## config.mk

```make
export PLATFORM = sky130hd
export DESIGN_NAME = rxpf_filter
export DESIGN_NICKNAME = d
export VERILOG_FILES = /design/src/rxpf_pkg.sv /design/src/rxpf_filter.sv
export SDC_FILE = /design/constraint.sdc
export NUM_CORES = 1
export LEC_CHECK = 0
export ABC_AREA = 1
export CAP_MARGIN = 15
export CORE_MARGIN = 5
export CORE_UTILIZATION = 65
export CTS_BUF_LIST = sky130_fd_sc_hd__clkbuf_8 sky130_fd_sc_hd__clkbuf_16
export CTS_CLUSTER_DIAMETER = 30
export DETAILED_ROUTE_END_ITERATION = 12
export DONT_BUFFER_PORTS = 1
export MAX_ROUTING_LAYER = met4
export PLACE_DENSITY = 0.85
export SLEW_MARGIN = 20
export SYNTH_ARGS = -nofsm -noshare
export SYNTH_HDL_FRONTEND = slang
export SYNTH_SLANG_ARGS = --single-unit
export TNS_END_PERCENT = 50
```

## constraint.sdc

```tcl
create_clock -name clk -period 4.25 [get_ports clk]
set_input_delay 0.85 -clock clk [delete_from_list [all_inputs] [get_ports clk]]
set_output_delay 0.85 -clock clk [all_outputs]
set_load 0.02 [all_outputs]
```

## src/rxpf_pkg.sv

```systemverilog
// rxpf_pkg: constants and carrier types of the receive pattern/accept filter.
// assumes a 32-bit word register port with byte addressing, one word every four bytes.
package rxpf_pkg;

	// ==========================================================
	// register offsets (byte addresses)
	localparam logic [7:0] ADDR_PAT_SUM   = 8'h00;
	localparam logic [7:0] ADDR_PAT_OFS   = 8'h04;
	localparam logic [7:0] ADDR_FILT_CFG  = 8'h08;
	localparam logic [7:0] ADDR_CTRL      = 8'h0c;
	localparam logic [7:0] ADDR_STATUS    = 8'h10;

	// ==========================================================
	// filter configuration fields
	localparam int FC_HASH_EN     = 15;
	localparam int FC_WAKE_EN     = 14;
	localparam int FC_INVERT      = 12;
	localparam int FC_QSEL_LO     = 8;
	localparam int FC_BAD_CRC     = 7;
	localparam int FC_GOOD_CRC    = 6;
	localparam int FC_SHORT_COLL  = 5;
	localparam int FC_SHORT_REJ   = 4;
	localparam int FC_OWN_UC      = 3;
	localparam int FC_FOREIGN_UC  = 2;
	localparam int FC_GROUP       = 1;
	localparam int FC_ALL_STA     = 0;
	// writable bits of the filter word; bit 13 and 31:16 stay zero
	localparam logic [31:0] FC_WMASK = 32'h0000dfff;
	localparam logic [31:0] LOW16_MASK = 32'h0000ffff;

	// control word: receive_on position
	localparam int CTRL_RX_ON = 8;

	// reset values
	localparam logic [15:0] PAT_SUM_RST  = 16'h0000;
	localparam logic [15:0] PAT_OFS_RST  = 16'h0000;
	localparam logic [31:0] FILT_CFG_RST = 32'h00000000;

	// ==========================================================
	// frame and pattern figures
	localparam logic [15:0] MIN_FRAME_BYTES = 16'h0040;
	localparam int          PAT_WINDOW      = 64;

	// pattern qualifier select codes
	localparam logic [3:0] QS_OFF       = 4'h0;
	localparam logic [3:0] QS_SUM_ONLY  = 4'h1;
	localparam logic [3:0] QS_STATION_A = 4'h2;
	localparam logic [3:0] QS_STATION_B = 4'h3;
	localparam logic [3:0] QS_UCAST_A   = 4'h4;
	localparam logic [3:0] QS_UCAST_B   = 4'h5;
	localparam logic [3:0] QS_BCAST_A   = 4'h6;
	localparam logic [3:0] QS_BCAST_B   = 4'h7;
	localparam logic [3:0] QS_HASH      = 4'h8;
	localparam logic [3:0] QS_WAKE      = 4'h9;

	// qualifiers of a frame, valid with the frame end strobe
	typedef struct packed {
		logic crc_ok;
		logic da_station;
		logic da_unicast;
		logic da_multicast;
		logic da_broadcast;
		logic hash_hit;
		logic wake_frame;
	} rxpf_frame_info_type;

	// verdict of a frame
	typedef struct packed {
		logic        accepted;
		logic        pattern_hit;
		logic        sum_equal;
		logic        runt;
		logic [15:0] sum;
	} rxpf_verdict_type;

endpackage : rxpf_pkg

```

## src/rxpf_filter.sv

```systemverilog
// rxpf_filter: receive acceptance filter with pattern checksum matching.
// assumes a byte stream from the receive mac, qualifiers from the address,
// hash and wake-frame detectors, and mask bits from the mask registers.
// Behaviour
// - high halfword of three words reads zero
// - expected checksum register, two bytes, reset zero
// - offset register sets pattern start, reset zero
// - settings steer receive only, never transmit
// - qualifier select bits 11:8, zero means off
// - bit 15 enables hash-table acceptance
// - bit 14 enables wake-frame acceptance
// - bit 13 reads zero, writes ignored
// - bit 12 inverts the checksum criterion
// - inversion and equality combine by xor
// - hash qualifier checked regardless of enable
// - wake-frame qualifier checked regardless of enable
// - select codes pick extra pattern qualifications
// - runt reject and runt collect below 64
// - crc good required, or crc bad collected
// - own unicast and foreign unicast acceptance
`timescale 1ns/10ps

module rxpf_filter
	import rxpf_pkg::*;
(
	// clock and reset
	input  wire logic                clk,
	input  wire logic                reset_n,
	// register port
	input  wire logic [7:0]          reg_addr,
	input  wire logic [31:0]         reg_wdata,
	input  wire logic                reg_wr,
	input  wire logic                reg_rd,
	output logic [31:0]              reg_rdata,
	// receive byte stream
	input  wire logic                rx_frame_start,
	input  wire logic                rx_byte_valid,
	input  wire logic [7:0]          rx_byte,
	input  wire logic                rx_frame_end,
	input  rxpf_frame_info_type      rx_info,
	// pattern mask from the mask registers
	input  wire logic [63:0]         pattern_mask,
	// verdict
	output logic                     receive_on,
	output logic                     verdict_valid,
	output rxpf_verdict_type         verdict
);

	// ==========================================================
	// frame tracking state
	typedef enum logic {ST_IDLE, ST_FRAME} rxpf_state_type;
	rxpf_state_type state_r;

	// ==========================================================
	// configuration registers
	logic [15:0] expected_pattern_sum_r;
	logic [15:0] pattern_start_offset_r;
	logic [31:0] receive_filter_config_r;
	logic        receive_on_r;
	logic [31:0] rd_data_r;

	wire logic wr_sum  = reg_wr && (reg_addr == ADDR_PAT_SUM);
	wire logic wr_ofs  = reg_wr && (reg_addr == ADDR_PAT_OFS);
	wire logic wr_cfg  = reg_wr && (reg_addr == ADDR_FILT_CFG);
	wire logic wr_ctrl = reg_wr && (reg_addr == ADDR_CTRL);

	// writes are taken at any time; keeping them away from live traffic
	// is left to software
	always_ff @(posedge clk or negedge reset_n) begin
		if (!reset_n) begin
			expected_pattern_sum_r <= PAT_SUM_RST;
		end else if (wr_sum) begin
			expected_pattern_sum_r <= reg_wdata[15:0];
		end
	end

	always_ff @(posedge clk or negedge reset_n) begin
		if (!reset_n) begin
			pattern_start_offset_r <= PAT_OFS_RST;
		end else if (wr_ofs) begin
			pattern_start_offset_r <= reg_wdata[15:0];
		end
	end

	always_ff @(posedge clk or negedge reset_n) begin
		if (!reset_n) begin
			receive_filter_config_r <= FILT_CFG_RST;
		end else if (wr_cfg) begin
			// bit 13 and the high half are never stored
			receive_filter_config_r <= reg_wdata & FC_WMASK;
		end
	end

	always_ff @(posedge clk or negedge reset_n) begin
		if (!reset_n) begin
			receive_on_r <= 1'b0;
		end else if (wr_ctrl) begin
			receive_on_r <= reg_wdata[CTRL_RX_ON];
		end
	end

	// ==========================================================
	// configuration fields
	wire logic       hash_filter_enable =
		receive_filter_config_r[FC_HASH_EN];
	wire logic       wake_frame_filter_enable =
		receive_filter_config_r[FC_WAKE_EN];
	wire logic       pattern_invert = receive_filter_config_r[FC_INVERT];
	wire logic [3:0] pattern_qualifier_select =
		receive_filter_config_r[FC_QSEL_LO +: 4];
	wire logic       bad_crc_collect = receive_filter_config_r[FC_BAD_CRC];
	wire logic       good_crc_require =
		receive_filter_config_r[FC_GOOD_CRC];
	wire logic       short_frame_collect =
		receive_filter_config_r[FC_SHORT_COLL];
	wire logic       short_frame_reject =
		receive_filter_config_r[FC_SHORT_REJ];
	wire logic       own_unicast_accept = receive_filter_config_r[FC_OWN_UC];
	wire logic       foreign_unicast_accept =
		receive_filter_config_r[FC_FOREIGN_UC];
	wire logic       group_address_accept = receive_filter_config_r[FC_GROUP];
	wire logic       all_stations_accept = receive_filter_config_r[FC_ALL_STA];

	// ==========================================================
	// bytes count only inside a frame; no transmit side here
	always_ff @(posedge clk or negedge reset_n) begin
		if (!reset_n) begin
			state_r <= ST_IDLE;
		end else begin
			unique case (state_r)
				ST_IDLE: begin
					if (rx_frame_start && receive_on_r) begin
						state_r <= ST_FRAME;
					end
				end
				ST_FRAME: begin
					if (rx_frame_end) begin
						state_r <= ST_IDLE;
					end
				end
			endcase
		end
	end

	// ==========================================================
	// byte position and length
	logic [15:0] byte_cnt_r;
	logic [15:0] byte_cnt_nxt;

	always_comb begin
		byte_cnt_nxt = byte_cnt_r;
		if (rx_frame_start) begin
			byte_cnt_nxt = 16'h0000;
		end else if (state_r == ST_FRAME && rx_byte_valid &&
				byte_cnt_r != 16'hffff) begin
			// saturate: lengths beyond the counter still count as long
			byte_cnt_nxt = byte_cnt_r + 16'h0001;
		end
	end

	always_ff @(posedge clk or negedge reset_n) begin
		if (!reset_n) begin
			byte_cnt_r <= 16'h0000;
		end else begin
			byte_cnt_r <= byte_cnt_nxt;
		end
	end

	// ==========================================================
	// pattern checksum over masked bytes from the offset onward
	wire logic [15:0] rel_pos = byte_cnt_r - pattern_start_offset_r;
	wire logic        in_window = (byte_cnt_r >= pattern_start_offset_r) &&
		(rel_pos < 16'(PAT_WINDOW));
	wire logic        byte_sel = in_window && pattern_mask[rel_pos[5:0]];

	// even positions are the high byte of a word, odd the low byte
	wire logic [15:0] sum_term = rel_pos[0] ? {8'h00, rx_byte} :
		{rx_byte, 8'h00};

	logic [15:0] sum_acc_r;
	logic [15:0] sum_acc_nxt;
	logic [16:0] sum_wide;

	always_comb begin
		sum_wide    = {1'b0, sum_acc_r} + {1'b0, sum_term};
		sum_acc_nxt = sum_acc_r;
		if (rx_frame_start) begin
			sum_acc_nxt = 16'h0000;
		end else if (state_r == ST_FRAME && rx_byte_valid && byte_sel) begin
			// ones-complement add with end-around carry
			sum_acc_nxt = sum_wide[15:0] + {15'h0000, sum_wide[16]};
		end
	end

	always_ff @(posedge clk or negedge reset_n) begin
		if (!reset_n) begin
			sum_acc_r <= 16'h0000;
		end else begin
			sum_acc_r <= sum_acc_nxt;
		end
	end

	// ==========================================================
	// decision terms, judged on the frame end strobe
	wire logic [15:0] sum_final = ~sum_acc_r;
	wire logic        sum_equal = (sum_final == expected_pattern_sum_r);
	// true when exactly one of inversion and equality holds
	wire logic        sum_cond = pattern_invert ^ sum_equal;

	logic pattern_hit;
	always_comb begin
		pattern_hit = 1'b0;
		unique case (pattern_qualifier_select)
			QS_OFF: begin
				pattern_hit = 1'b0;
			end
			QS_SUM_ONLY: begin
				pattern_hit = sum_cond;
			end
			QS_STATION_A, QS_STATION_B: begin
				pattern_hit = sum_cond && rx_info.da_station;
			end
			QS_UCAST_A, QS_UCAST_B: begin
				pattern_hit = sum_cond && rx_info.da_unicast;
			end
			QS_BCAST_A, QS_BCAST_B: begin
				pattern_hit = sum_cond && rx_info.da_broadcast;
			end
			QS_HASH: begin
				// hash hit counts whatever the hash enable says
				pattern_hit = sum_cond && rx_info.hash_hit;
			end
			QS_WAKE: begin
				pattern_hit = sum_cond && rx_info.wake_frame;
			end
			default: begin
				// codes above nine are undefined: never a match
				pattern_hit = 1'b0;
			end
		endcase
	end

	wire logic is_runt = (byte_cnt_r < MIN_FRAME_BYTES);

	// qualifying gates: every enabled one must pass
	wire logic crc_pass =
		(!good_crc_require || rx_info.crc_ok) &&
		(!bad_crc_collect  || !rx_info.crc_ok);
	wire logic runt_pass =
		(!short_frame_reject  || !is_runt) &&
		(!short_frame_collect || is_runt);

	// address and content filters: any enabled one accepts
	wire logic own_uc_hit = own_unicast_accept && rx_info.da_unicast &&
		rx_info.da_station;
	wire logic foreign_uc_hit = foreign_unicast_accept &&
		rx_info.da_unicast && !rx_info.da_station;
	wire logic group_hit = group_address_accept && rx_info.da_multicast;
	wire logic bcast_hit = all_stations_accept && rx_info.da_broadcast;
	wire logic hash_hit  = hash_filter_enable && rx_info.hash_hit;
	wire logic wake_hit  = wake_frame_filter_enable &&
		rx_info.wake_frame;

	wire logic any_hit = own_uc_hit || foreign_uc_hit || group_hit ||
		bcast_hit || hash_hit || wake_hit || pattern_hit;
	wire logic frame_done = (state_r == ST_FRAME) && rx_frame_end;

	// ==========================================================
	// verdict, one cycle after the frame end strobe
	logic             verdict_valid_r;
	rxpf_verdict_type verdict_r;
	always_ff @(posedge clk or negedge reset_n) begin
		if (!reset_n) begin
			verdict_valid_r <= 1'b0;
		end else begin
			verdict_valid_r <= frame_done;
		end
	end

	// the verdict is held until the next frame ends, so status reads it
	always_ff @(posedge clk or negedge reset_n) begin
		if (!reset_n) begin
			verdict_r <= '0;
		end else if (frame_done) begin
			verdict_r.accepted    <= crc_pass && runt_pass && any_hit;
			verdict_r.pattern_hit <= pattern_hit;
			verdict_r.sum_equal   <= sum_equal;
			verdict_r.runt        <= is_runt;
			verdict_r.sum         <= sum_final;
		end
	end

	// ==========================================================
	// register read: data only in the cycle after the strobe
	logic [31:0] rd_mux;
	always_comb begin
		rd_mux = 32'h00000000;
		unique case (reg_addr)
			ADDR_PAT_SUM: begin
				rd_mux = {16'h0000, expected_pattern_sum_r};
			end
			ADDR_PAT_OFS: begin
				rd_mux = {16'h0000, pattern_start_offset_r};
			end
			ADDR_FILT_CFG: begin
				rd_mux = receive_filter_config_r & LOW16_MASK;
			end
			ADDR_CTRL: begin
				rd_mux[CTRL_RX_ON] = receive_on_r;
			end
			ADDR_STATUS: begin
				rd_mux = {verdict_r.sum, 12'h000, verdict_r.runt,
					verdict_r.sum_equal, verdict_r.pattern_hit,
					verdict_r.accepted};
			end
			default: begin
				rd_mux = 32'h00000000;
			end
		endcase
	end

	always_ff @(posedge clk or negedge reset_n) begin
		if (!reset_n) begin
			rd_data_r <= 32'h00000000;
		end else begin
			rd_data_r <= reg_rd ? rd_mux : 32'h00000000;
		end
	end

	// ==========================================================
	// outputs
	assign reg_rdata     = rd_data_r;
	assign receive_on    = receive_on_r;
	assign verdict_valid = verdict_valid_r;
	assign verdict       = verdict_r;

endmodule : rxpf_filter

```

## Word-level counts from Yosys, hierarchy flattened

Cells that the tools add are included.

| storage, ports and cells | value |
|---|---|
| flip-flop bits (word level) | 134 |
| input port bits | 126 |

| operators by class | value |
|---|---|
| add/sub/neg operators | 4 |
| order comparisons | 4 |
| eq/ne operators | 15 |
| muxes and demuxes | 15 |
| bitwise logic cells | 3 |
| reduce and logical (&&, ||, !) cells | 51 |

Operators by type and width:

| operator | count |
|---|---|
| $pmux 23 s4 | 1 |
| $mux 16 | 5 |
| $lt 16x7->1 const B | 2 |
| $mux 32 | 1 |
| $pmux 8 s4 | 1 |
| $logic_and 1x1->1 | 28 |
| $add 16x16->17 | 1 |
| $add 16x1->16 | 1 |
| $add 16x1->16 const B | 1 |
| $eq 16x16->1 | 1 |
| $eq 4x3->1 const B | 4 |
| $eq 8x4->1 const B | 2 |
| $ge 16x16->1 | 1 |
| $ne 16x16->1 const B | 1 |
| $not 16->16 | 1 |
| $sub 16x16->16 | 1 |
| $logic_or 1x1->1 | 10 |
| $eq 4x2->1 const B | 2 |
| $eq 4x4->1 const B | 2 |
| $eq 8x3->1 const B | 1 |
| $eq 8x5->1 const B | 1 |
| $logic_not 8->1 | 1 |
| $logic_not 1->1 | 7 |
| $lt 6x7->1 const B | 1 |
| other kinds (10) | 15 |

## Logic depth before layout (Yosys ltp)

Gate-level depths: netlist (run 1).

| logic depth | value |
|---|---|
| word-level depth | 9 |
| mapped depth | 29 |
| gate-level depth less buffers | 26 |

## Worst setup path before layout (run 1)

Ideal clock, no wire load.

| timing | value |
|---|---|
| kind | flip-flop to flip-flop |
| from | register byte_cnt_r[0] |
| to | register sum_acc_r[14] |
| arrival time | 3.733 ns |
| path slack | 0.443 ns |
| stages on the path, launching flop included | 27 |
| buffers on the path | 3 |
| clock period less this slack | 3.807 ns |
| path through | dfrtp_1 -> inv_1 -> ha_1 -> buf_4 -> buf_6 -> clkbuf_1 -> nor2_1 -> ha_1 -> inv_1 -> fa_1 -> inv_1 -> nand2_1 -> nand3_1 -> nand2_1 -> nand2_1 -> a21oi_1 -> o21bai_1 -> ha_1 -> ha_1 -> inv_1 -> nor2_1 -> nand2_1 -> nor3_1 -> nand3_1 -> nand2_1 -> nand2_1 -> o21ai_2 |

| between the ends | value |
|---|---|
| longest elaborated chain between the ends | 6 |

Ends and longest elaborated chain:

| element | line | text |
|---|---|---|
| start, declared | rxpf_filter.sv:147 | `logic [15:0] byte_cnt_r;` |
| start signal, assigned | rxpf_filter.sv:165 | `byte_cnt_r <= byte_cnt_nxt;` |
| $sub 16x16->16 | rxpf_filter.sv:171 | `wire logic [15:0] rel_pos = byte_cnt_r - pattern_start_offset_r;` |
| $mux 16, or another cell as far along | rxpf_filter.sv:177 | `wire logic [15:0] sum_term = rel_pos[0] ? {8'h00, rx_byte} :` |
| $add 16x16->17, or another cell as far along | rxpf_filter.sv:185 | `sum_wide = {1'b0, sum_acc_r} + {1'b0, sum_term};` |
| $add 16x1->16 / $logic_and 1x1->1 (equally long branches) | rxpf_filter.sv:191, rxpf_filter.sv:174 |  |
| $mux 16 / $logic_and 1x1->1 (equally long branches) | rxpf_filter.sv:189 | `end else if (state_r == ST_FRAME && rx_byte_valid && byte_sel) begin` |
| $mux 16 / $reduce_bool 2->1 (equally long branches) | - |  |
| end signal, assigned | rxpf_filter.sv:199 | `sum_acc_r <= sum_acc_nxt;` |
| end, declared | rxpf_filter.sv:180 | `logic [15:0] sum_acc_r;` |

Parallel ways exist; a longest one is shown, timed or not. The select of a mux whose other input is x is not followed.
A chain may end at the register's enable or synchronous reset.

## Worst setup path in the final report (run 1)

| timing | value |
|---|---|
| from | register byte_cnt_r[0] |
| to | register sum_acc_r[9] |

The elaborated chain is that of the path after synthesis.

==> qor_table.md, run 1 <==
| Item | This run |
|---|---|
| Crit Path Class | reg -> reg |
| Critical-path maximum fanout | 14 |
| Vertical die dimension | 128 um |
| I/O pin total | 180 |
| RR Endpoint | sum_acc_r[9] |
| Post-CTS Setup Inserts | 0 |
| Width of the chip | 128 um |
| Number of global-route vias before repair | 8,115 |
| CTS Buffer Depth | 2 |
| CTS HTree Levels | 4 |
| Time the final worst path needs with I/O delays and setup | 3.91 ns |
| Syn nets | 1,482 |
| GR Util All Layers | 31.4% |
| Element type at the critical path end | flop |
| Clock Power Share | 35.6% |
| Cell area after synthesis | 9060 sq um |
| Comb pwr share | 24.2% |
| Total Die Area | 16,400 sq um |
| Worst min-delay path category | in -> async |
| Syn avg cell area | 6.87 sq um |
| First DRT Iteration DRCs | 784 |
| Leading cell type in the layout, fill and taps excluded | sky130_fd_sc_hd__nand2_1 |
| Critical-path cell with the highest stage delay | sky130_fd_sc_hd__dfrtp_1 |
| Overall overflow remaining after global route | 0 |
| Peak Freq | 0.256 GHz |
| Net switching share of the total power | 36.5% |
| Cell types occupying the most area after synthesis | sky130_fd_sc_hd__dfrtp_1 37%, sky130_fd_sc_hd__nand2_1 17%, sky130_fd_sc_hd__inv_1 8.9% |
| Starting density of the core | 65.8% |
| Root buffer cell | sky130_fd_sc_hd__clkbuf_16 |
| Met3 Usage GRT | 7.25% |
| Filler cell count in the final layout | 1,137 |
| Hold Worst Slack | 0.123 ns |
| Number of buffers created by CTS | 17 |
| Number of antenna violations at the first check in global routing | 0 |
| Largest voltage drop on the vdd net | 299 uV |
| Sw power | 1.52 mW |
| Count of synthesis-stage warnings from yosys | 0 |
| HPWL after DPL | 18,100 um |
| Proportion of layout cells with a drive suffix above 1 | 6.50% |
| Number of cells on the worst reg-to-reg path | 23 |
| Reported max-cap violation count | 0 |
| TritonCTS sink count | 134 |
| Top Usage Layer GRT | met2 |
| Layout overhead on the synthesized area | 7.94% |
| Fraction of registers with async set/reset | 100% |
| Sequential-to-total area share from yosys stat | 37.0% |
| Cell chain of the critical path | inv_1 > ha_4 > nor2_1 > ha_1 > inv_1 > fa_1 > inv_1 > nand2_1 > nand3_1 > nand2_1 > nand2_1 > a21oi_1 > o21bai_1 > ha_1 > nand2_1 > nor2_1 > nand2_1 > nor2_2 > nand2_1 > nor2_4 > nand3_1 > xor2_1 > o21ai_2 |
| N_diodes | 0 |
| Vias per cell | 5.70 |
| Global routing usage on met1 | 40.2% |
| Area of the placeable core | 13,800 sq um |
| Number of search-and-repair iterations in the first detailed-routing pass | 5 |
| Area of the multi-input gates | 4740 sq um |
| Transition at the pin with the smallest max-transition slack | 0.991 ns |
| Internal Dissipation | 2.64 mW |
| Total Neg Setup Slack | 0 ns |
| Worst slew margin | 33.8% |
| Resized cells post-CTS | 0 |
| Met2 track demand over resource | 48.2% |
| Placer congestion estimate | 0.963 |
| Setup Viol. Count Final | 0 |
| Arrival time of the worst setup path | 4.20 ns |
| Minimum setup slack in the final design | 0.344 ns |
| Part of the cycle the worst path needs | 91.9% |
| Sequential cell area | 3350 sq um |
| Area fraction of the dominant cell type after synthesis | 37.0% |
| Total count of hold-check failures in the final report | 0 |
| Mean routed wirelength per cell | 16.3 um |
| Final total power | 4.15 mW |
| Post-synthesis cell type count | 44 |
| Global-route wire length before repair | 39,700 um |
| Final-stage net count | 1,474 |
| Reg-to-reg slack, setup | 0.34 ns |
| Highest-count cells in the layout ignoring fill and taps | 421 x sky130_fd_sc_hd__nand2_1, 215 x sky130_fd_sc_hd__inv_1, 134 x sky130_fd_sc_hd__dfrtp_1 |
| Number of buffers inserted by port buffering | 0 |
| Most repeated library cell on the critical path | sky130_fd_sc_hd__nand2_1 |
| Total power divided by cell area | 425 nW/um^2 |
| TritonCTS clock tree | yes |
| Final std cell area, no fill | 9780 sq um |
| RSZ-0062 raised after global routing | false |
| Critical path startpoint category | flop |
| Number of flops mapped to enable cells by yosys | 0 |
| Instance area at placement | 9160 sq um |
| Clock network latency to the later pin of the worst-skew pair | 0.42 ns |
| Number of pins with negative max-slew slack in the final report | 0 |
| Pin count of the biggest net entering global routing | 135 |
| Synthesized netlist cell count | 1,319 |
| Clock transition time at the flip-flop clock pins of the worst setup and hold paths | 0.06 ns |
| Reg-to-reg critical path startpoint | byte_cnt_r[0] |
| Biggest cell delay along the critical path | 0.40 ns |
| Total of hold buffers inserted after clock tree synthesis | 0 |
| Pre-CTS setup slack | 0.200 ns |
| Sequential fraction of design power | 40.3% |
| Area leader, netlist | sky130_fd_sc_hd__dfrtp_1 |
| Leakage power summed over all cells | 5.26 nW |
| Critical Path RT | 4.54 ns |
| Remaining routing DRC violations | 0 |
| Number of placement rows | 43 |
| Primary flip-flop cell chosen by synthesis mapping | sky130_fd_sc_hd__dfrtp_1 |
| Register bit total from synthesis | 134 |
| ANT nets after route | 0 |
| Result of the run | complete, no violations |
| Total number of vias | 8,572 |
| Skew final | 0.0112 ns |
| Final routed wirelength across all metal layers | 24,500 um |
## cells in the mapped netlist (10+ instances only)
cell type,instances
sky130_fd_sc_hd__o21ai_0,84
sky130_fd_sc_hd__o21ai_2,10
sky130_fd_sc_hd__xor2_1,20
sky130_fd_sc_hd__nor3_1,13
sky130_fd_sc_hd__dfrtp_1,134
sky130_fd_sc_hd__nand2_1,422
sky130_fd_sc_hd__a21oi_1,34
sky130_fd_sc_hd__inv_1,215
sky130_fd_sc_hd__nand4_1,20
sky130_fd_sc_hd__nand3_1,119
sky130_fd_sc_hd__nand3_2,14
sky130_fd_sc_hd__ha_1,35
sky130_fd_sc_hd__clkbuf_1,18
sky130_fd_sc_hd__nor2_1,93
sky130_fd_sc_hd__buf_2,10
## through the flow
stage | util, % | instances
global route | 71.0 | 1504
CTS | 70.8 | 1504
global placement | 66.5 | 1472
floorplan | - | 1319
detailed placement | 66.5 | 1472
finish | 71.0 | 1504
## metal layers
metal,vias up,routed length [um]
li1,4172,-
met1,3951,10200
met5,-,0
met2,368,11100
met3,81,2170
met4,0,1040
## power groups by stage
stage,Combinational [mW],Sequential (mW),Clock [mW]
after floorplan,0.809,1.63,0
final,1.00,1.67,1.48
after global routing,1.15,1.69,1.55
after global placement,0.950,1.69,0
after CTS,0.995,1.67,1.48
after detailed placement,0.978,1.69,0
## worst max-delay path: cells and delay by family, from the launching register on
kind,cells,cell delay [ns]
compound gates,3,0.36
fa+ha+maj,4,1.11
simple gates,12,1.36
buf+inv,3,0.35
flops,1,0.40
xor+xnor,1,0.21
## flip-flops by register name, summed over array words and instances (netlist names)
register and flops:
state_r 1, byte_cnt_r 16, verdict_valid 1, sum_acc_r 16, pattern_start_offset_r 16, reg_rdata 32
verdict 20, receive_on 1, receive_filter_config_r 15, expected_pattern_sum_r 16
## area by class of cell
cell class,instances,share of cell area [%]
clock buffer,17,4.35
clock inverter,15,1.73
inverter,220,8.44
multi-input combinational,932,48.4
timing repair buffer,6,0.461
sequential,134,34.3
tap,180,2.30
## worst max path at each step
stage,endpoint,cells after the start,startpoint
after floorplan,sum_acc_r[14],26,byte_cnt_r[0]
after global placement,sum_acc_r[14],22,pattern_start_offset_r[0]
after detailed placement,sum_acc_r[14],23,byte_cnt_r[0]
after CTS,sum_acc_r[9],23,byte_cnt_r[0]
after global routing,sum_acc_r[10],22,byte_cnt_r[0]
final,sum_acc_r[9],23,byte_cnt_r[0]
## cells by family after synthesis
family,Yosys count,share of synthesized area (%)
AOI/OAI and AO/OA,160,10.3
xor gates and xnor gates,28,2.79
adders and majority gates,37,5.28
buffers and inverters,253,11.0
DFF,134,37.0
and+or+nand+nor,707,33.7
(Power assumes the default switching activity.)
==> run 2, diff against run 1 <==
- CELL_PAD_IN_SITES_DETAIL_PLACEMENT: not set -> 1
- CELL_PAD_IN_SITES_GLOBAL_PLACEMENT: not set -> 1
- CORE_UTILIZATION: 65 -> 46
==> qor_table.md, run 2 (synthesis gave the netlist of run 1 again) <==
| Item | This run |
|---|---|
| Result of the run | complete, no violations |
| Internal Dissipation | 2.59 mW |
| Net switching share of the total power | 38.1% |
| Final total power | 4.18 mW |
| Placed Cells incl. Taps | 1,562 |
| Proportion of layout cells with a drive suffix above 1 | 6.92% |
| Sw power | 1.60 mW |
| Placer congestion estimate | 0.902 |
| Final std cell area, no fill | 9900 sq um |
| Worst slew margin | 31.4% |
| Most repeated library cell on the critical path | sky130_fd_sc_hd__nand2_1 |
| Skew final | 0.0117 ns |
| Total count of hold-check failures in the final report | 0 |
| TritonCTS sink count | 134 |
| Category of cells accounting for the largest share of critical-path delay | simple AND/OR/NAND/NOR gates |
| Part of the cycle the worst path needs | 93.0% |
| Detail Route met2 WL | 14,500 um |
| Worst min-delay path category | in -> async |
| Top sig layer | met4 |
| CTS HTree Levels | 4 |
| Met3 wire length | 1900 um |
| HPWL after DPL | 22,100 um |
| WP buf/inv | 2 |
| Reported max-cap violation count | 0 |
| Reg-to-reg slack, setup | 0.30 ns |
| Instance area at placement | 9300 sq um |
| Vertical die dimension | 150 um |
| Total Die Area | 22,600 sq um |
| Biggest cell delay along the critical path | 0.45 ns |
| Layout overhead on the synthesized area | 9.32% |
| Reg-to-reg critical path startpoint | pattern_start_offset_r[0] |
| Time the final worst path needs with I/O delays and setup | 3.95 ns |
| Critical Path RT | 4.60 ns |
| Number of placement rows | 51 |
| Total of hold buffers inserted after clock tree synthesis | 0 |
| Sequential fraction of design power | 40.3% |
| Pre-CTS setup slack | 0.109 ns |
| Clock Power Share | 34.3% |
| Starting density of the core | 46.7% |
| Critical path startpoint category | flop |
| Pin count of the biggest net entering global routing | 135 |
| Clock network latency to the later pin of the worst-skew pair | 0.44 ns |
| Final cell count without fillers | 1,594 |
| Total power divided by cell area | 422 nW/um^2 |
| Cell chain of the critical path | ha_4 > buf_4 > nand2_1 > inv_1 > ha_1 > nand2_1 > nor2_1 > and2_1 > nand2_1 > nand2_1 > a21oi_1 > o21bai_1 > ha_2 > nand2_1 > nor2_2 > nand2_1 > nor2_2 > nand2_1 > nor2_4 > nand3_1 > xor2_2 > o21ai_2 |
| Overall overflow remaining after global route | 0 |
| Clock transition time at the flip-flop clock pins of the worst setup and hold paths | 0.06 ns |
| Number of global-route vias before repair | 9,139 |
| Highest-count cells in the layout ignoring fill and taps | 422 x sky130_fd_sc_hd__nand2_1, 216 x sky130_fd_sc_hd__inv_1, 134 x sky130_fd_sc_hd__dfrtp_1 |
| Leakage power summed over all cells | 5.26 nW |
| RR Endpoint | sum_acc_r[9] |
| Transition at the pin with the smallest max-transition slack | 1.03 ns |
| TritonCTS clock tree | yes |
| Mean routed wirelength per cell | 18.7 um |
| Vias per cell | 5.53 |
| CTS Buffer Depth | 2 |
| Root buffer cell | sky130_fd_sc_hd__clkbuf_16 |
| Leading cell type in the layout, fill and taps excluded | sky130_fd_sc_hd__nand2_1 |
| Number of pins with negative max-slew slack in the final report | 0 |
| Largest voltage drop on the vdd net | 289 uV |
| GR Util All Layers | 27.9% |
| Number of buffers inserted by port buffering | 0 |
| Detailed-route wire length on metal 1 | 12,700 um |
| Final routed wirelength across all metal layers | 29,800 um |
| Minimum setup slack in the final design | 0.296 ns |
| Element type at the critical path end | flop |
| Total number of vias | 8,816 |
| Global-route wire length before repair | 47,600 um |
| RSZ-0062 raised after global routing | true |
| Number of antenna violations at the first check in global routing | 0 |
| Area of the placeable core | 19,400 sq um |
| Setup Viol. Count Final | 0 |
| Crit Path Class | reg -> reg |
| N_diodes | 0 |
| Critical-path cell with the highest stage delay | sky130_fd_sc_hd__dfrtp_1 |
| Remaining routing DRC violations | 0 |
| Peak Freq | 0.253 GHz |
| ANT nets after route | 0 |
| Number of search-and-repair iterations in the first detailed-routing pass | 5 |
| Comb pwr share | 25.4% |
| First DRT Iteration DRCs | 571 |
| Final-stage net count | 1,479 |
| Width of the chip | 150 um |
| Number of cells on the worst reg-to-reg path | 22 |
| I/O pin total | 180 |
| Total Neg Setup Slack | 0 ns |
| Number of buffers created by CTS | 17 |
| Arrival time of the worst setup path | 4.30 ns |
| Number of flip-flops under the largest register name | 32 |
| Critical-path maximum fanout | 13 |
## run 2: changes by cell type in the layout (fill, tap and decap cells not counted), sizes merged
cell,delta
buf,+5
bufinv,-1
clkbuf,+1
clkinv,-3
clkinvlp,+3
## run 2: stage by stage
stage               util, %  hold slack, ns
finish                 51.1           0.108
global route           51.1          0.0866
CTS                    50.9          0.0954
detailed placement     48.0           0.484
global placement       48.0           0.465
floorplan                 -           0.453
## run 2: power groups by stage
stage	registers (mW)	logic (mW)	clock network, mW
after floorplan	1.63	0.809	0
after global placement	1.70	0.986	0
after detailed placement	1.70	1.04	0
after CTS	1.68	1.06	1.45
after global routing	1.70	1.21	1.51
final	1.68	1.06	1.44
## run 2: final cells by class
class / count / area (sq um)
Inverter: 220 / 826
Fill cell: 2561 / 9490
Clock inverter: 14 / 126
Clock buffer: 18 / 439
Multi-Input combinational cell: 932 / 4750
Timing Repair Buffer: 11 / 82.6
Tap cell: 265 / 332
Sequential cell: 134 / 3350
## run 2: how the worst max path moves through the flow
| stage | from | to | slack, ns | depth (start not counted) |
|---|---|---|---|---|
| after CTS | byte_cnt_r[0] | sum_acc_r[9] | 0.07 | 23 |
| after global routing | byte_cnt_r[0] | sum_acc_r[9] | -0.03 | 23 |
| after detailed placement | byte_cnt_r[0] | sum_acc_r[9] | 0.11 | 22 |
| after floorplan | byte_cnt_r[0] | sum_acc_r[14] | 0.44 | 26 |
| final | pattern_start_offset_r[0] | sum_acc_r[9] | 0.30 | 22 |
| after global placement | pattern_start_offset_r[0] | sum_acc_r[9] | 0.23 | 22 |
## run 2: layer usage
layer	track usage [%]	up-vias
met5	-	-
met4	8.92	0
met3	6.29	52
met2	45.4	254
met1	34.7	4328
li1	-	4182
## run 2: what timing repair did
action | in CTS | in global routing
buffers inserted | 0 | 0
endpoints found under the setup margin | 1 | 8
resized for setup | 1 | 7
cloned | 0 | 0
pin swaps | 0 | 0
## run 2: worst register-to-register path, stage by stage (launching register included)
cell and delay, ns:
sky130_fd_sc_hd__dfrtp_1 0.45, sky130_fd_sc_hd__ha_4 0.35, sky130_fd_sc_hd__buf_4 0.18, sky130_fd_sc_hd__nand2_1 0.06
sky130_fd_sc_hd__inv_1 0.04, sky130_fd_sc_hd__ha_1 0.37, sky130_fd_sc_hd__nand2_1 0.11, sky130_fd_sc_hd__nor2_1 0.20
sky130_fd_sc_hd__and2_1 0.16, sky130_fd_sc_hd__nand2_1 0.06, sky130_fd_sc_hd__nand2_1 0.09, sky130_fd_sc_hd__a21oi_1 0.08
sky130_fd_sc_hd__o21bai_1 0.21, sky130_fd_sc_hd__ha_2 0.22, sky130_fd_sc_hd__nand2_1 0.09, sky130_fd_sc_hd__nor2_2 0.15
sky130_fd_sc_hd__nand2_1 0.12, sky130_fd_sc_hd__nor2_2 0.15, sky130_fd_sc_hd__nand2_1 0.14, sky130_fd_sc_hd__nor2_4 0.17
sky130_fd_sc_hd__nand3_1 0.15, sky130_fd_sc_hd__xor2_2 0.19, sky130_fd_sc_hd__o21ai_2 0.15
==> run 3, diff against run 2 <==
- CTS_CLUSTER_SIZE: not set -> 25
- clock period: 4.25 -> 4 ns (I/O delays scaled with it)
==> qor_table.md, run 3 (synthesis gave the netlist of run 1 again) <==
| Item | This run |
|---|---|
| Total Die Area | 22,600 sq um |
| Number of buffers created by CTS | 17 |
| Element type at the critical path end | flop |
| Skew final | 0.0111 ns |
| Time the final worst path needs with I/O delays and setup | 3.73 ns |
| Leakage power summed over all cells | 5.36 nW |
| Number of buffers inserted by port buffering | 0 |
| CTS Buffer Depth | 2 |
| Arrival time of the worst setup path | 4.04 ns |
| Total power divided by cell area | 446 nW/um^2 |
| Number of flip-flops under the largest register name | 32 |
| Reg-to-reg slack, setup | 0.27 ns |
| Pre-CTS setup slack | -0.00129 ns |
| Total Neg Setup Slack | 0 ns |
| Final routed wirelength across all metal layers | 30,700 um |
| HPWL after DPL | 22,800 um |
| Largest voltage drop on the vdd net | 303 uV |
| Minimum setup slack in the final design | 0.265 ns |
| Transition at the pin with the smallest max-transition slack | 1.05 ns |
| Width of the chip | 150 um |
| Hold Worst Slack | 0.0666 ns |
| Result of the run | complete, no violations |
| RR Endpoint | sum_acc_r[9] |
| Starting density of the core | 46.7% |
| Vias per cell | 5.58 |
| Highest-count cells in the layout ignoring fill and taps | 420 x sky130_fd_sc_hd__nand2_1, 214 x sky130_fd_sc_hd__inv_1, 134 x sky130_fd_sc_hd__dfrtp_1 |
| Placer congestion estimate | 0.900 |
| Leading cell type in the layout, fill and taps excluded | sky130_fd_sc_hd__nand2_1 |
| Final std cell area, no fill | 10,100 sq um |
| First DRT Iteration DRCs | 460 |
| GR Util All Layers | 28.1% |
| Number of pins with negative max-slew slack in the final report | 0 |
| Number of global-route vias before repair | 9,365 |
| Area of the multi-input gates | 4760 sq um |
| Instance area at placement | 9420 sq um |
| Final cell count without fillers | 1,614 |
| Total count of hold-check failures in the final report | 0 |
| Number of placement rows | 51 |
| TritonCTS sink count | 134 |
| Worst min-delay path category | in -> async |
| Placed Cells incl. Taps | 1,578 |
| Proportion of layout cells with a drive suffix above 1 | 8.75% |
| Overall overflow remaining after global route | 0 |
| Number of antenna violations at the first check in global routing | 0 |
| Setup Viol. Count Final | 0 |
| TritonCTS clock tree | yes |
| Reported max-cap violation count | 0 |
| Global-route wire length before repair | 48,500 um |
| Area of the placeable core | 19,400 sq um |
| I/O pin total | 180 |
| Clock transition time at the flip-flop clock pins of the worst setup and hold paths | 0.06 ns |
| ANT nets after route | 0 |
| Worst slew margin | 29.5% |
| Layout overhead on the synthesized area | 11.2% |
| Final core utilization | 51.9% |
| N_diodes | 0 |
| Number of search-and-repair iterations in the first detailed-routing pass | 5 |
| Remaining routing DRC violations | 0 |
| Pin count of the biggest net entering global routing | 135 |
| Total number of vias | 9,012 |
| Sequential cell area | 3350 sq um |
| Filler cell count in the final layout | 2,579 |
| Critical-path maximum fanout | 7 |
| Peak Freq | 0.268 GHz |
| Number of cells on the worst reg-to-reg path | 23 |
| Vertical die dimension | 150 um |
| Part of the cycle the worst path needs | 93.4% |
| Final-stage net count | 1,500 |
| Mean routed wirelength per cell | 19.0 um |
| Crit Path Class | reg -> reg |
| Root buffer cell | sky130_fd_sc_hd__clkbuf_16 |
| Critical path startpoint category | flop |
| Critical Path RT | 4.30 ns |
| CTS HTree Levels | 4 |
| Clock network latency to the later pin of the worst-skew pair | 0.43 ns |
| Final total power | 4.49 mW |
| Reg-to-reg critical path startpoint | byte_cnt_r[0] |
==> run 3: cell types whose count changed in the layout (fill, tap and decap cells not counted), sizes merged <==
cell,previous run,this run
clkinv,2,4
inv,226,227
clkinvlp,5,2
buf,11,32
clkbuf,18,17
==> run 3: worst max path at each step <==
| stage | startpoint | end | slack, ns | cells past startpoint |
|---|---|---|---|---|
| floorplan | byte_cnt_r[0] | sum_acc_r[14] | 0.19 | 26 |
| global placement | pattern_start_offset_r[0] | sum_acc_r[9] | 0.17 | 22 |
| detailed placement | pattern_start_offset_r[0] | sum_acc_r[9] | -0.001 | 22 |
| CTS | byte_cnt_r[0] | sum_acc_r[9] | 0.07 | 23 |
| global route | byte_cnt_r[0] | sum_acc_r[15] | -0.02 | 26 |
| finish | byte_cnt_r[0] | sum_acc_r[9] | 0.27 | 23 |
==> run 3: layout make-up <==
cell class / count / share of cell area (%)
Clock inverter: 14 / 1.38
Timing Repair Buffer: 32 / 2.38
Tap cell: 265 / 3.29
Sequential cell: 134 / 33.3
Clock buffer: 17 / 4.22
Inverter: 220 / 8.20
Multi-Input combinational cell: 932 / 47.2
==> run 3: critical path, stage by stage, from the launching register on <==
cell,delay [ns]
sky130_fd_sc_hd__dfrtp_1,0.40
sky130_fd_sc_hd__inv_2,0.11
sky130_fd_sc_hd__ha_4,0.25
sky130_fd_sc_hd__nor2_2,0.13
sky130_fd_sc_hd__ha_1,0.17
sky130_fd_sc_hd__inv_1,0.05
sky130_fd_sc_hd__fa_1,0.39
sky130_fd_sc_hd__inv_1,0.10
sky130_fd_sc_hd__nand2_1,0.08
sky130_fd_sc_hd__nand3_1,0.11
sky130_fd_sc_hd__nand2_1,0.08
sky130_fd_sc_hd__nand2_1,0.09
sky130_fd_sc_hd__a21oi_1,0.09
sky130_fd_sc_hd__o21bai_1,0.25
sky130_fd_sc_hd__ha_2,0.23
sky130_fd_sc_hd__nand2_1,0.07
sky130_fd_sc_hd__nor2_2,0.12
sky130_fd_sc_hd__nand2_1,0.10
sky130_fd_sc_hd__nor2_2,0.14
sky130_fd_sc_hd__nand2_2,0.09
sky130_fd_sc_hd__nor2_4,0.16
sky130_fd_sc_hd__nand3_1,0.10
sky130_fd_sc_hd__xor2_1,0.20
sky130_fd_sc_hd__o21ai_2,0.08
==> run 3: per-layer routing <==
| layer | vias to the layer above | share of wire (%) | track usage [%] |
|---|---|---|---|
| met1 | 4410 | 42 | 35.4 |
| li1 | 4224 | - | - |
| met5 | - | 0 | - |
| met3 | 68 | 6.1 | 5.06 |
| met2 | 310 | 48 | 45.7 |
| met4 | 0 | 3.7 | 10.0 |
==> run 3: timing repair <==
item | in CTS | in global routing
pin swaps | 0 | 6
hold endpoints to repair | 0 | 0
setup buffers | 0 | 5
hold buffers | 0 | 0
endpoints found under the setup margin | 5 | 10
gates cloned | 0 | 0
resized for setup | 1 | 12
==> run 3: power by group <==
group	switching, mW	internal, mW	total [mW]
combinational	0.770	0.405	1.17
sequential	0.294	1.49	1.79
clock	0.664	0.869	1.53
total	1.73	2.77	4.49
